--- config.mk ---
export PLATFORM = sky130hd
export DESIGN_NAME = oac_top
export DESIGN_NICKNAME = d
export VERILOG_FILES = /design/src/inc/oac_pkg.sv /design/src/rtl/oac_cal_seq.sv /design/src/rtl/oac_stab_timer.sv /design/src/rtl/oac_top.sv
export VERILOG_INCLUDE_DIRS = /design/src /design/src/inc
export SDC_FILE = /design/constraint.sdc
export NUM_CORES = 1
export LEC_CHECK = 0
export ABC_AREA = 1
export ABC_CLOCK_PERIOD_IN_PS = 1800
export BUFFER_PORTS_ARGS = -buffer_cell sky130_fd_sc_hd__buf_2
export CAP_MARGIN = 10
export CORE_MARGIN = 2
export CORE_UTILIZATION = 55
export CTS_CLUSTER_SIZE = 20
export DETAILED_ROUTE_END_ITERATION = 10
export GPL_ROUTABILITY_DRIVEN = 0
export PLACE_DENSITY = 0.79
export SYNTH_ARGS = -nofsm -noshare
export SYNTH_HDL_FRONTEND = slang
export SYNTH_SLANG_ARGS = --single-unit
--- constraint.sdc ---
create_clock -name clk -period 1.8 [get_ports clk]
set_input_delay 0.09 -clock clk [delete_from_list [all_inputs] [get_ports clk]]
set_output_delay 0.09 -clock clk [all_outputs]
set_load 0.005 [all_outputs]
--- src/inc/oac_cfg.svh ---
// Purpose: Offsets, field positions, reset values and timing figures
// Assumes: Byte addresses on a 32-bit classic Wishbone bus
// Notes: Definitions only
`ifndef OAC_CFG_SVH
`define OAC_CFG_SVH
// ----------------------------------------------------------------
// Clock and timing
// ----------------------------------------------------------------
`define OAC_CLK_PERIOD_NS 8
`define OAC_PASS_TIME_NS 1000
`define OAC_STAB_TIME_NS 10000
`define OAC_CNT_W 16
// ----------------------------------------------------------------
// Register map
// ----------------------------------------------------------------
`define OAC_ADDR_W 8
`define OAC_ADDR_CTRL 8'h00
`define OAC_ADDR_IRQ_STAT 8'h04
`define OAC_ADDR_IRQ_MASK 8'h08
`define OAC_CTRL_RESET 8'h00
`define OAC_BIT_DONE 7
`define OAC_BIT_REQ 6
`define OAC_BIT_AVG 5
`define OAC_BIT_PWR 4
`define OAC_BIT_GAIN 3
// ----------------------------------------------------------------
// Interrupt bits and calibration figures
// ----------------------------------------------------------------
`define OAC_IRQ_W 2
`define OAC_IRQ_RESET 2'h0
`define OAC_IRQ_CAL 0
`define OAC_IRQ_READY 1
`define OAC_AVG_PASSES 16
`define OAC_AVG_SHIFT 4
`define OAC_PASS_CNT_W 5
`define OAC_TRIM_W 6
`define OAC_TRIM_ZERO 6'h00
`endif

--- src/inc/oac_pkg.sv ---
// Purpose: Types shared by the amplifier control files
// Assumes: oac_cfg.svh gives the widths
// Notes: States are one-hot
`default_nettype none
`include "oac_cfg.svh"
package oac_pkg;
    // Sequencer states
    typedef enum logic [2:0] {
        SEQ_IDLE = 3'b001,
        SEQ_RUN = 3'b010,
        SEQ_DONE = 3'b100
    } oac_seq_state_t;

    // Control bits held by software
    typedef struct packed {
        logic request;
        logic average;
        logic power;
        logic gainHigh;
    } oac_ctrl_t;

    // Bundle toward the analog amplifier
    typedef struct packed {
        logic powerEn;
        logic outEn;
        logic gainHigh;
        logic trimApply;
        logic [`OAC_TRIM_W-1:0] trim;
    } oac_amp_ctrl_t;

    // Sequencer state
    typedef struct packed {
        oac_seq_state_t state;
        logic reqPrev;
        logic [`OAC_CNT_W-1:0] cycCnt;
        logic [`OAC_PASS_CNT_W-1:0] passCnt;
        logic [`OAC_TRIM_W+`OAC_AVG_SHIFT-1:0] acc;
        logic [`OAC_TRIM_W-1:0] trim;
        logic done;
        logic doneEvt;
    } oac_seq_st_t;

    // Stabilization timer state
    typedef struct packed {
        logic [`OAC_CNT_W-1:0] cnt;
        logic ready;
        logic readyEvt;
    } oac_stab_st_t;

    // Register file and bus state
    typedef struct packed {
        oac_ctrl_t ctrl;
        logic [`OAC_IRQ_W-1:0] irqStat;
        logic [`OAC_IRQ_W-1:0] irqMask;
        logic ack;
        logic [31:0] rdata;
        oac_amp_ctrl_t amp;
    } oac_top_st_t;
endpackage : oac_pkg
`default_nettype wire

--- src/rtl/oac_cal_seq.sv ---
// Purpose: Offset compensation sequencer, one-shot or averaged
// Assumes: sample holds the measured correction of the current pass
// Notes: Stalls while the amplifier is not usable
`timescale 1ns/1ps
`default_nettype none
`include "oac_cfg.svh"
module oac_cal_seq #(
    parameter int PASS_CYC = 125
) (
    input wire logic clk,
    input wire logic rst,
    input wire logic request,
    input wire logic average,
    input wire logic enable,
    input wire logic [`OAC_TRIM_W-1:0] sample,
    output logic [`OAC_TRIM_W-1:0] trim,
    output logic done,
    output logic doneEvt,
    output logic busy
);
    import oac_pkg::*;

    oac_seq_st_t st_reg;
    oac_seq_st_t st_next;
    logic [`OAC_TRIM_W+`OAC_AVG_SHIFT-1:0] accSum;
    logic [`OAC_PASS_CNT_W-1:0] lastPass;

    // ----------------------------------------------------------------
    // Next state
    // ----------------------------------------------------------------
    always_comb begin
        st_next = st_reg;
        st_next.reqPrev = request;
        st_next.doneEvt = 1'b0;
        accSum = st_reg.acc + {{`OAC_AVG_SHIFT{1'b0}}, sample};
        lastPass = average ? `OAC_PASS_CNT_W'(`OAC_AVG_PASSES - 1) : '0;
        case (st_reg.state)
            SEQ_IDLE: begin
                if (request && !st_reg.reqPrev) begin
                    st_next.state = SEQ_RUN;
                    st_next.cycCnt = '0;
                    st_next.passCnt = '0;
                    st_next.acc = '0;
                end
            end
            SEQ_RUN: begin
                if (enable) begin
                    st_next.cycCnt = st_reg.cycCnt + 1'b1;
                    if (st_reg.cycCnt == `OAC_CNT_W'(PASS_CYC - 1)) begin
                        st_next.cycCnt = '0;
                        st_next.acc = accSum;
                        st_next.passCnt = st_reg.passCnt + 1'b1;
                        if (st_reg.passCnt == lastPass) begin
                            st_next.state = SEQ_DONE;
                            st_next.done = 1'b1;
                            st_next.doneEvt = 1'b1;
                            st_next.trim = average ?
                                accSum[`OAC_TRIM_W+`OAC_AVG_SHIFT-1:`OAC_AVG_SHIFT] : sample;
                        end
                    end
                end
            end
            SEQ_DONE: begin
                st_next.state = SEQ_DONE;
            end
            default: begin
                st_next.state = SEQ_IDLE;
            end
        endcase
        // Dropping the request aborts and forgets the result
        if (!request) begin
            st_next.state = SEQ_IDLE;
            st_next.trim = `OAC_TRIM_ZERO;
            st_next.done = 1'b0;
            st_next.doneEvt = 1'b0;
        end
    end

    // State register
    always_ff @(posedge clk) begin
        if (rst) begin
            st_reg <= '{state: SEQ_IDLE, trim: `OAC_TRIM_ZERO, default: '0};
        end else begin
            st_reg <= st_next;
        end
    end

    assign trim = st_reg.trim;
    assign done = st_reg.done;
    assign doneEvt = st_reg.doneEvt;
    assign busy = (st_reg.state == SEQ_RUN);
endmodule : oac_cal_seq
`default_nettype wire

--- src/rtl/oac_stab_timer.sv ---
// Purpose: Holds the amplifier unusable until it has settled
// Assumes: halt is high during Halt mode
// Notes: Also runs after each power-on
`timescale 1ns/1ps
`default_nettype none
`include "oac_cfg.svh"
module oac_stab_timer #(
    parameter int STAB_CYC = 1250
) (
    input wire logic clk,
    input wire logic rst,
    input wire logic halt,
    input wire logic powerOn,
    output logic ready,
    output logic readyEvt
);
    import oac_pkg::*;

    oac_stab_st_t st_reg;
    oac_stab_st_t st_next;

    // ----------------------------------------------------------------
    // Settling count
    // ----------------------------------------------------------------
    always_comb begin
        st_next = st_reg;
        st_next.readyEvt = 1'b0;
        if (halt || !powerOn) begin
            st_next.cnt = '0;
            st_next.ready = 1'b0;
        end else if (!st_reg.ready) begin
            st_next.cnt = st_reg.cnt + 1'b1;
            if (st_reg.cnt == `OAC_CNT_W'(STAB_CYC - 1)) begin
                st_next.ready = 1'b1;
                st_next.readyEvt = 1'b1;
            end
        end
    end

    // State register
    always_ff @(posedge clk) begin
        if (rst) begin
            st_reg <= '0;
        end else begin
            st_reg <= st_next;
        end
    end

    assign ready = st_reg.ready;
    assign readyEvt = st_reg.readyEvt;
endmodule : oac_stab_timer
`default_nettype wire

--- src/rtl/oac_top.sv ---
// Purpose: Control, status and offset calibration of the amplifier
// Assumes: Classic Wishbone slave, 32-bit data, byte addresses
// Notes: Only byte lane 0 carries register bits

`timescale 1ns/1ps
`default_nettype none
`include "oac_cfg.svh"

// Function
// Request bit rising starts compensation cycle
// Hardware sets done flag at completion
// Compensation applied only while request set
// Each zero-to-one request starts fresh cycle
// Clearing request resets compensation values
// Average bit selects 16 passes, else one
// Done reads zero unless request and complete
// Power bit powers amplifier, connects pins
// Amplifier off leaves output pin floating
// Gain bit selects high closed-loop gain
// Halt disables amplifier, settle after wake
// Software writes zeros to reserved bits
// Register resets zero, done bit read-only
// Fixed pass length, abort restarts cleanly
module oac_top #(
    parameter int PASS_CYC = (`OAC_PASS_TIME_NS + `OAC_CLK_PERIOD_NS - 1)
        / `OAC_CLK_PERIOD_NS,
    parameter int STAB_CYC = (`OAC_STAB_TIME_NS + `OAC_CLK_PERIOD_NS - 1)
        / `OAC_CLK_PERIOD_NS
) (
    input wire logic clk,
    input wire logic rst,
    input wire logic wb_cyc_i,
    input wire logic wb_stb_i,
    input wire logic wb_we_i,
    input wire logic [`OAC_ADDR_W-1:0] wb_adr_i,
    input wire logic [3:0] wb_sel_i,
    input wire logic [31:0] wb_dat_i,
    output logic [31:0] wb_dat_o,
    output logic wb_ack_o,
    input wire logic haltMode,
    input wire logic [`OAC_TRIM_W-1:0] offsetSample,
    output oac_pkg::oac_amp_ctrl_t ampCtrl,
    output logic ampReady,
    output logic irq
);
    import oac_pkg::*;

    // ----------------------------------------------------------------
    // Declarations
    // ----------------------------------------------------------------
    oac_top_st_t st_reg;
    oac_top_st_t st_next;

    logic [`OAC_TRIM_W-1:0] seqTrim;
    logic seqDone;
    logic seqDoneEvt;
    logic seqBusy;
    logic stabReady;
    logic stabEvt;

    logic busReq;
    logic wrStrobe;
    logic wrCtrl;
    logic wrStat;
    logic wrMask;
    logic [7:0] ctrlView;
    logic [`OAC_IRQ_W-1:0] events;

    // ----------------------------------------------------------------
    // Address decode
    // ----------------------------------------------------------------
    function automatic logic hitAddr(
        input logic [`OAC_ADDR_W-1:0] adr,
        input logic [`OAC_ADDR_W-1:0] target
    );
        hitAddr = (adr == target);
    endfunction : hitAddr

    // ----------------------------------------------------------------
    // Calibration sequencer
    // ----------------------------------------------------------------
    oac_cal_seq #(
        .PASS_CYC(PASS_CYC)
    ) u_seq (
        .clk(clk),
        .rst(rst),
        .request(st_reg.ctrl.request),
        .average(st_reg.ctrl.average),
        .enable(stabReady),
        .sample(offsetSample),
        .trim(seqTrim),
        .done(seqDone),
        .doneEvt(seqDoneEvt),
        .busy(seqBusy)
    );

    // ----------------------------------------------------------------
    // Settling timer after halt or power-on
    // ----------------------------------------------------------------
    oac_stab_timer #(
        .STAB_CYC(STAB_CYC)
    ) u_stab (
        .clk(clk),
        .rst(rst),
        .halt(haltMode),
        .powerOn(st_reg.ctrl.power),
        .ready(stabReady),
        .readyEvt(stabEvt)
    );

    // ----------------------------------------------------------------
    // Bus strobes
    // ----------------------------------------------------------------

    // Request pending, write lands on the acknowledged edge
    assign busReq = wb_cyc_i && wb_stb_i;
    assign wrStrobe = busReq && wb_we_i && st_reg.ack && wb_sel_i[0];
    assign wrCtrl = wrStrobe && hitAddr(wb_adr_i, `OAC_ADDR_CTRL);
    assign wrStat = wrStrobe && hitAddr(wb_adr_i, `OAC_ADDR_IRQ_STAT);
    assign wrMask = wrStrobe && hitAddr(wb_adr_i, `OAC_ADDR_IRQ_MASK);

    // Control register as software sees it
    always_comb begin
        ctrlView = `OAC_CTRL_RESET;
        ctrlView[`OAC_BIT_DONE] = seqDone && st_reg.ctrl.request;
        ctrlView[`OAC_BIT_REQ] = st_reg.ctrl.request;
        ctrlView[`OAC_BIT_AVG] = st_reg.ctrl.average;
        ctrlView[`OAC_BIT_PWR] = st_reg.ctrl.power;
        ctrlView[`OAC_BIT_GAIN] = st_reg.ctrl.gainHigh;
    end

    // Sticky event sources
    always_comb begin
        events = '0;
        events[`OAC_IRQ_CAL] = seqDoneEvt;
        events[`OAC_IRQ_READY] = stabEvt;
    end

    // ----------------------------------------------------------------
    // Next state
    // ----------------------------------------------------------------
    always_comb begin
        st_next = st_reg;

        // One-cycle acknowledge, data captured with it
        st_next.ack = busReq && !st_reg.ack;
        if (busReq && !st_reg.ack) begin
            if (hitAddr(wb_adr_i, `OAC_ADDR_CTRL)) begin
                st_next.rdata = {24'h000000, ctrlView};
            end else if (hitAddr(wb_adr_i, `OAC_ADDR_IRQ_STAT)) begin
                st_next.rdata = {{(32-`OAC_IRQ_W){1'b0}}, st_reg.irqStat};
            end else if (hitAddr(wb_adr_i, `OAC_ADDR_IRQ_MASK)) begin
                st_next.rdata = {{(32-`OAC_IRQ_W){1'b0}}, st_reg.irqMask};
            end else begin
                st_next.rdata = 32'h00000000;
            end
        end

        // Writable bits only, done bit is ignored
        if (wrCtrl) begin
            st_next.ctrl.request = wb_dat_i[`OAC_BIT_REQ];
            st_next.ctrl.average = wb_dat_i[`OAC_BIT_AVG];
            st_next.ctrl.power = wb_dat_i[`OAC_BIT_PWR];
            st_next.ctrl.gainHigh = wb_dat_i[`OAC_BIT_GAIN];
        end

        // Write one to clear, a new event wins
        st_next.irqStat = st_reg.irqStat;
        if (wrStat) begin
            st_next.irqStat = st_reg.irqStat & ~wb_dat_i[`OAC_IRQ_W-1:0];
        end
        st_next.irqStat = st_next.irqStat | events;

        if (wrMask) begin
            st_next.irqMask = wb_dat_i[`OAC_IRQ_W-1:0];
        end

        // Amplifier drive, off in halt
        st_next.amp.powerEn = st_reg.ctrl.power && !haltMode;
        st_next.amp.outEn = st_reg.ctrl.power && !haltMode;
        st_next.amp.gainHigh = st_reg.ctrl.gainHigh;
        // Correction only while requested
        st_next.amp.trimApply = st_reg.ctrl.request && seqDone;
        st_next.amp.trim = st_reg.ctrl.request ? seqTrim : `OAC_TRIM_ZERO;
    end

    // ----------------------------------------------------------------
    // State register
    // ----------------------------------------------------------------
    always_ff @(posedge clk) begin
        if (rst) begin
            st_reg <= '{
                ctrl: '0,
                irqStat: `OAC_IRQ_RESET,
                irqMask: `OAC_IRQ_RESET,
                ack: 1'b0,
                rdata: 32'h00000000,
                amp: '{trim: `OAC_TRIM_ZERO, default: 1'b0}
            };
        end else begin
            st_reg <= st_next;
        end
    end

    // ----------------------------------------------------------------
    // Outputs
    // ----------------------------------------------------------------
    assign wb_ack_o = st_reg.ack;
    assign wb_dat_o = st_reg.rdata;
    assign ampCtrl = st_reg.amp;
    assign ampReady = stabReady && st_reg.amp.powerEn;
    assign irq = |(st_reg.irqStat & st_reg.irqMask);

    // Cycles since the last halt, for the wake cover
    logic [11:0] wakeCnt_reg;
    logic wakeSeen_reg;
    always_ff @(posedge clk) begin
        if (rst) begin
            wakeCnt_reg <= 12'h000;
            wakeSeen_reg <= 1'b0;
        end else if (haltMode) begin
            wakeCnt_reg <= 12'h000;
            wakeSeen_reg <= 1'b1;
        end else if (wakeCnt_reg != 12'hFFF) begin
            wakeCnt_reg <= wakeCnt_reg + 12'h001;
        end
    end
endmodule : oac_top
`default_nettype wire

==> results.md <==
- Sw power: 0.796 mW
- Fin crit period: 1.63 ns
- Post-Synth XOR/XNOR Area: 1.11%
- Delay-heaviest family, CP: simple AND/OR/NAND/NOR gates
- ANT nets after route: 0
- Synth-to-layout area growth: 9.40%
- DRT iter0 DRCs: 214
- Clock Pin Slew Worst Setup and Hold Paths: 0.09 ns
- CP Launch Type: flop
- Most frequent cells in the layout: nand2_1 (152), dfxtp_1 (84), inv_1 (82), nor2_1 (70), nand3_1 (60)
- Seq pwr share: 53.9%
- CP max stage cell: fa_2
- H-tree depth: 3
- Number of top-level pins: 101
- Flops & latches, synth: 86
- Most common cell after layout, fill and taps aside: nand2_1
- Syn avg cell area: 6.94 um2
- Status: completed
- Synth Area in Adders: 3.34%
- Largest net degree at the start of global routing: 33
- Nets: 791
- Hold crit path type: in2reg
- CP Cell Sequence: ha_1 -> fa_2 -> nand3_1 -> nand2_1 -> nand2_1 -> nand2_1 -> nand3_1 -> nand3_1 -> nand3_1 -> nand2_1
- Hold Crit Depth: 3
- Antenna violations before repair: 0
- Via density: 5.21
- Final Setup Violations: 0
- Period utilisation layout: 90.8%
- Synth Cell Area: 4720 um2
- PwrDens: 685 nW/um2
- Cell count after synthesis: 681
- Compound-Gate Fraction of Synth Area: 10.3%
- Final WL: 9960 um
- Worst skew pair latency: 0.36 ns
- YS warnings: 0
- Max-Cap Viols: 0
- Register area share after synthesis: 36.5%
- Die Footprint: 9350 um2
- Max reg flops: 35
- GR Util met2: 36.0%
- Pins Over Slew Limit: 0
- Grt ovf: 0
- Fin Setup TNS: 0 ns
- Crit path DAT: 1.89 ns
- Most Crowded Layer GR: met2
- Tightest Pin Transition: 0.624 ns
- First-pass GRT wire length: 17000 um
- M3 GR Usage: 3.90%
- Fmax achieved: 612 MHz
- Crit path required time: 2.05 ns
- Crit. End Element: flop
- Distinct cells, synth: 43
- Simple-Gate Fraction of Synth Area: 33.6%
- Main combinational cell family by area after synthesis: simple AND/OR/NAND/NOR gates
- Clk buf depth: 2
- Vias in the first global route: 4005
- DPL Wire Length: 7410 um
- Skew final: 0.0118 ns
- Lkg Pwr: 2.20 nW
- Crit path max fanout: 3
- Antenna Cells: 0
- Worst relative slew slack: 58.0%
- Place WS: 0.100 ns
- Comb pwr share: 3.7%
- Setup CP Type: reg2reg
- Core ar.: 8260 um2
- R2R depth: 10
- CP max stage delay: 0.36 ns
- Total number of vias: 4341
- Clock tree sinks: 86
- Core Util, Final: 62.6%
- Drt first pass iters: 5
- RSZ-0062 raised after global routing: false
- DR WL/cell: 12.0 um
- Total Power: 3.54 mW
- Final Hold Fails: 0
- WP depth: 10
- CTS root buf: clkbuf_8
- Die Span Y: 96.7 um
- CP bufs+invs: 0
- Num rows: 33
- Inserted Clock Buffers: 9
- Sw Ratio: 22.5%
- Internal power: 2.74 mW
- Gr usage total: 21.4%
- Clock power frac: 42.4%
- Mux share of post-synthesis cell area: 0%
- Layout cells sized above 1: 15.4%
- Maximum VDD drop: 0.396 mV
- IO Port Bufs: 46
- Drt drc: 0
- Setup slack after layout: 0.166 ns
- GR Layer Usage met1: 27.0%
- Initial Utilization: 57.2%
- TritonCTS clock tree: done
- Die Wd: 96.7 um
## area by class of cell
class                   instances  area, um2
fillers                       754       3090
repair buffers                 63        373
clock inverters                 7       95.1
clock buffers                   9        124
multi-input cells             479       2400
well taps                     105        131
inverters                      84        315
flip-flops and latches         86       1720
## timing repair
item,CTS,global route
hold endpoints to repair,1,0
setup endpoints to repair,0,21
buffers inserted,0,3
gates resized for setup,0,9
hold buffers,1,0
## final timing paths
path	from	end	slack [ns]
max	u_seq.st_reg[8]	u_seq.trim[4]	0.17
min	wb_dat_i[4]	ctrlView[4]	0.01
max reg2reg	u_seq.st_reg[8]	u_seq.trim[4]	0.17
min reg2reg	u_seq.trim[3]	ampCtrl[3]	0.43
## layer usage
metal | vias to the layer above | routed length [um]
met1 | 1962 | 4490
met3 | 19 | 551
li1 | 2218 | -
met2 | 142 | 4720
met4 | 0 | 206
met5 | - | 0
## power by group through the flow
stage | Clock [mW] | Combinational (mW) | Sequential, mW
2_1_floorplan | 0 | 0.114 | 1.95
3_3_place_gp | 0 | 0.124 | 1.95
3_5_place_dp | 0 | 0.126 | 1.95
4_1_cts | 1.52 | 0.129 | 1.91
5_1_grt | 1.61 | 0.149 | 1.91
6_report | 1.50 | 0.132 | 1.91
## synthesized netlist by cell type
cell	count	area (um2)
nor3_2	1	10.0
nand4_4	1	21.3
xor2_1	4	35.0
nand2_4	2	22.5
o21a_1	1	7.51
and3_1	1	6.26
nor3b_1	1	7.51
clkbuf_4	1	7.51
nand4_1	16	100
nor3_1	11	55.1
clkbuf_1	6	22.5
or2_2	5	31.3
a211oi_1	4	30.0
buf_4	42	315
a31oi_1	1	6.26
nand3_2	2	20.0
o21ai_2	1	8.76
dfxtp_1	86	1720
nor3_4	1	16.3
inv_2	2	7.51
inv_1	82	308
nand2_2	4	25.0
nor2_1	72	270
nor2_4	4	45.0
a21oi_1	55	275
buf_6	3	33.8
ha_1	11	138
nor2_2	5	31.3
o21bai_1	1	7.51
nand3b_1	2	15.0
nor4_1	3	18.8
buf_1	1	3.75
nand2_1	152	571
a21boi_0	1	7.51
nor4_4	1	21.3
a22o_1	1	8.76
nand3_1	60	300
fa_1	1	20.0
o21ai_1	1	5.00
buf_2	3	15.0
conb_1	1	3.75
xnor2_1	2	17.5
o21ai_0	26	130
## tightest hold or removal path, cell delays in order
cell and delay (ns):
buf_2 0.10, nand3_1 0.07, a21oi_1 0.06
## cell families (layout without fill, tap and decap cells)
| family | count (synthesis) | count (layout) |
|---|---|---|
| fa+ha+maj | 12 | 12 |
| buf+inv | 140 | 163 |
| compound gates | 92 | 92 |
| other cells | 1 | 25 |
| simple gates | 344 | 344 |
| flops | 86 | 86 |
| xor+xnor | 6 | 6 |
## stage by stage
step | instance area (um2) | cells | hold WS (ns)
after floorplan | 4810 | 705 | 0.254
after global placement | 4870 | 813 | 0.367
after detailed placement | 4870 | 813 | 0.374
after CTS | 5100 | 830 | 0.00213
after global routing | 5170 | 833 | 0.0266
final | 5170 | 833 | 0.0118
Note: power is estimated with default switching activity, not from simulation.
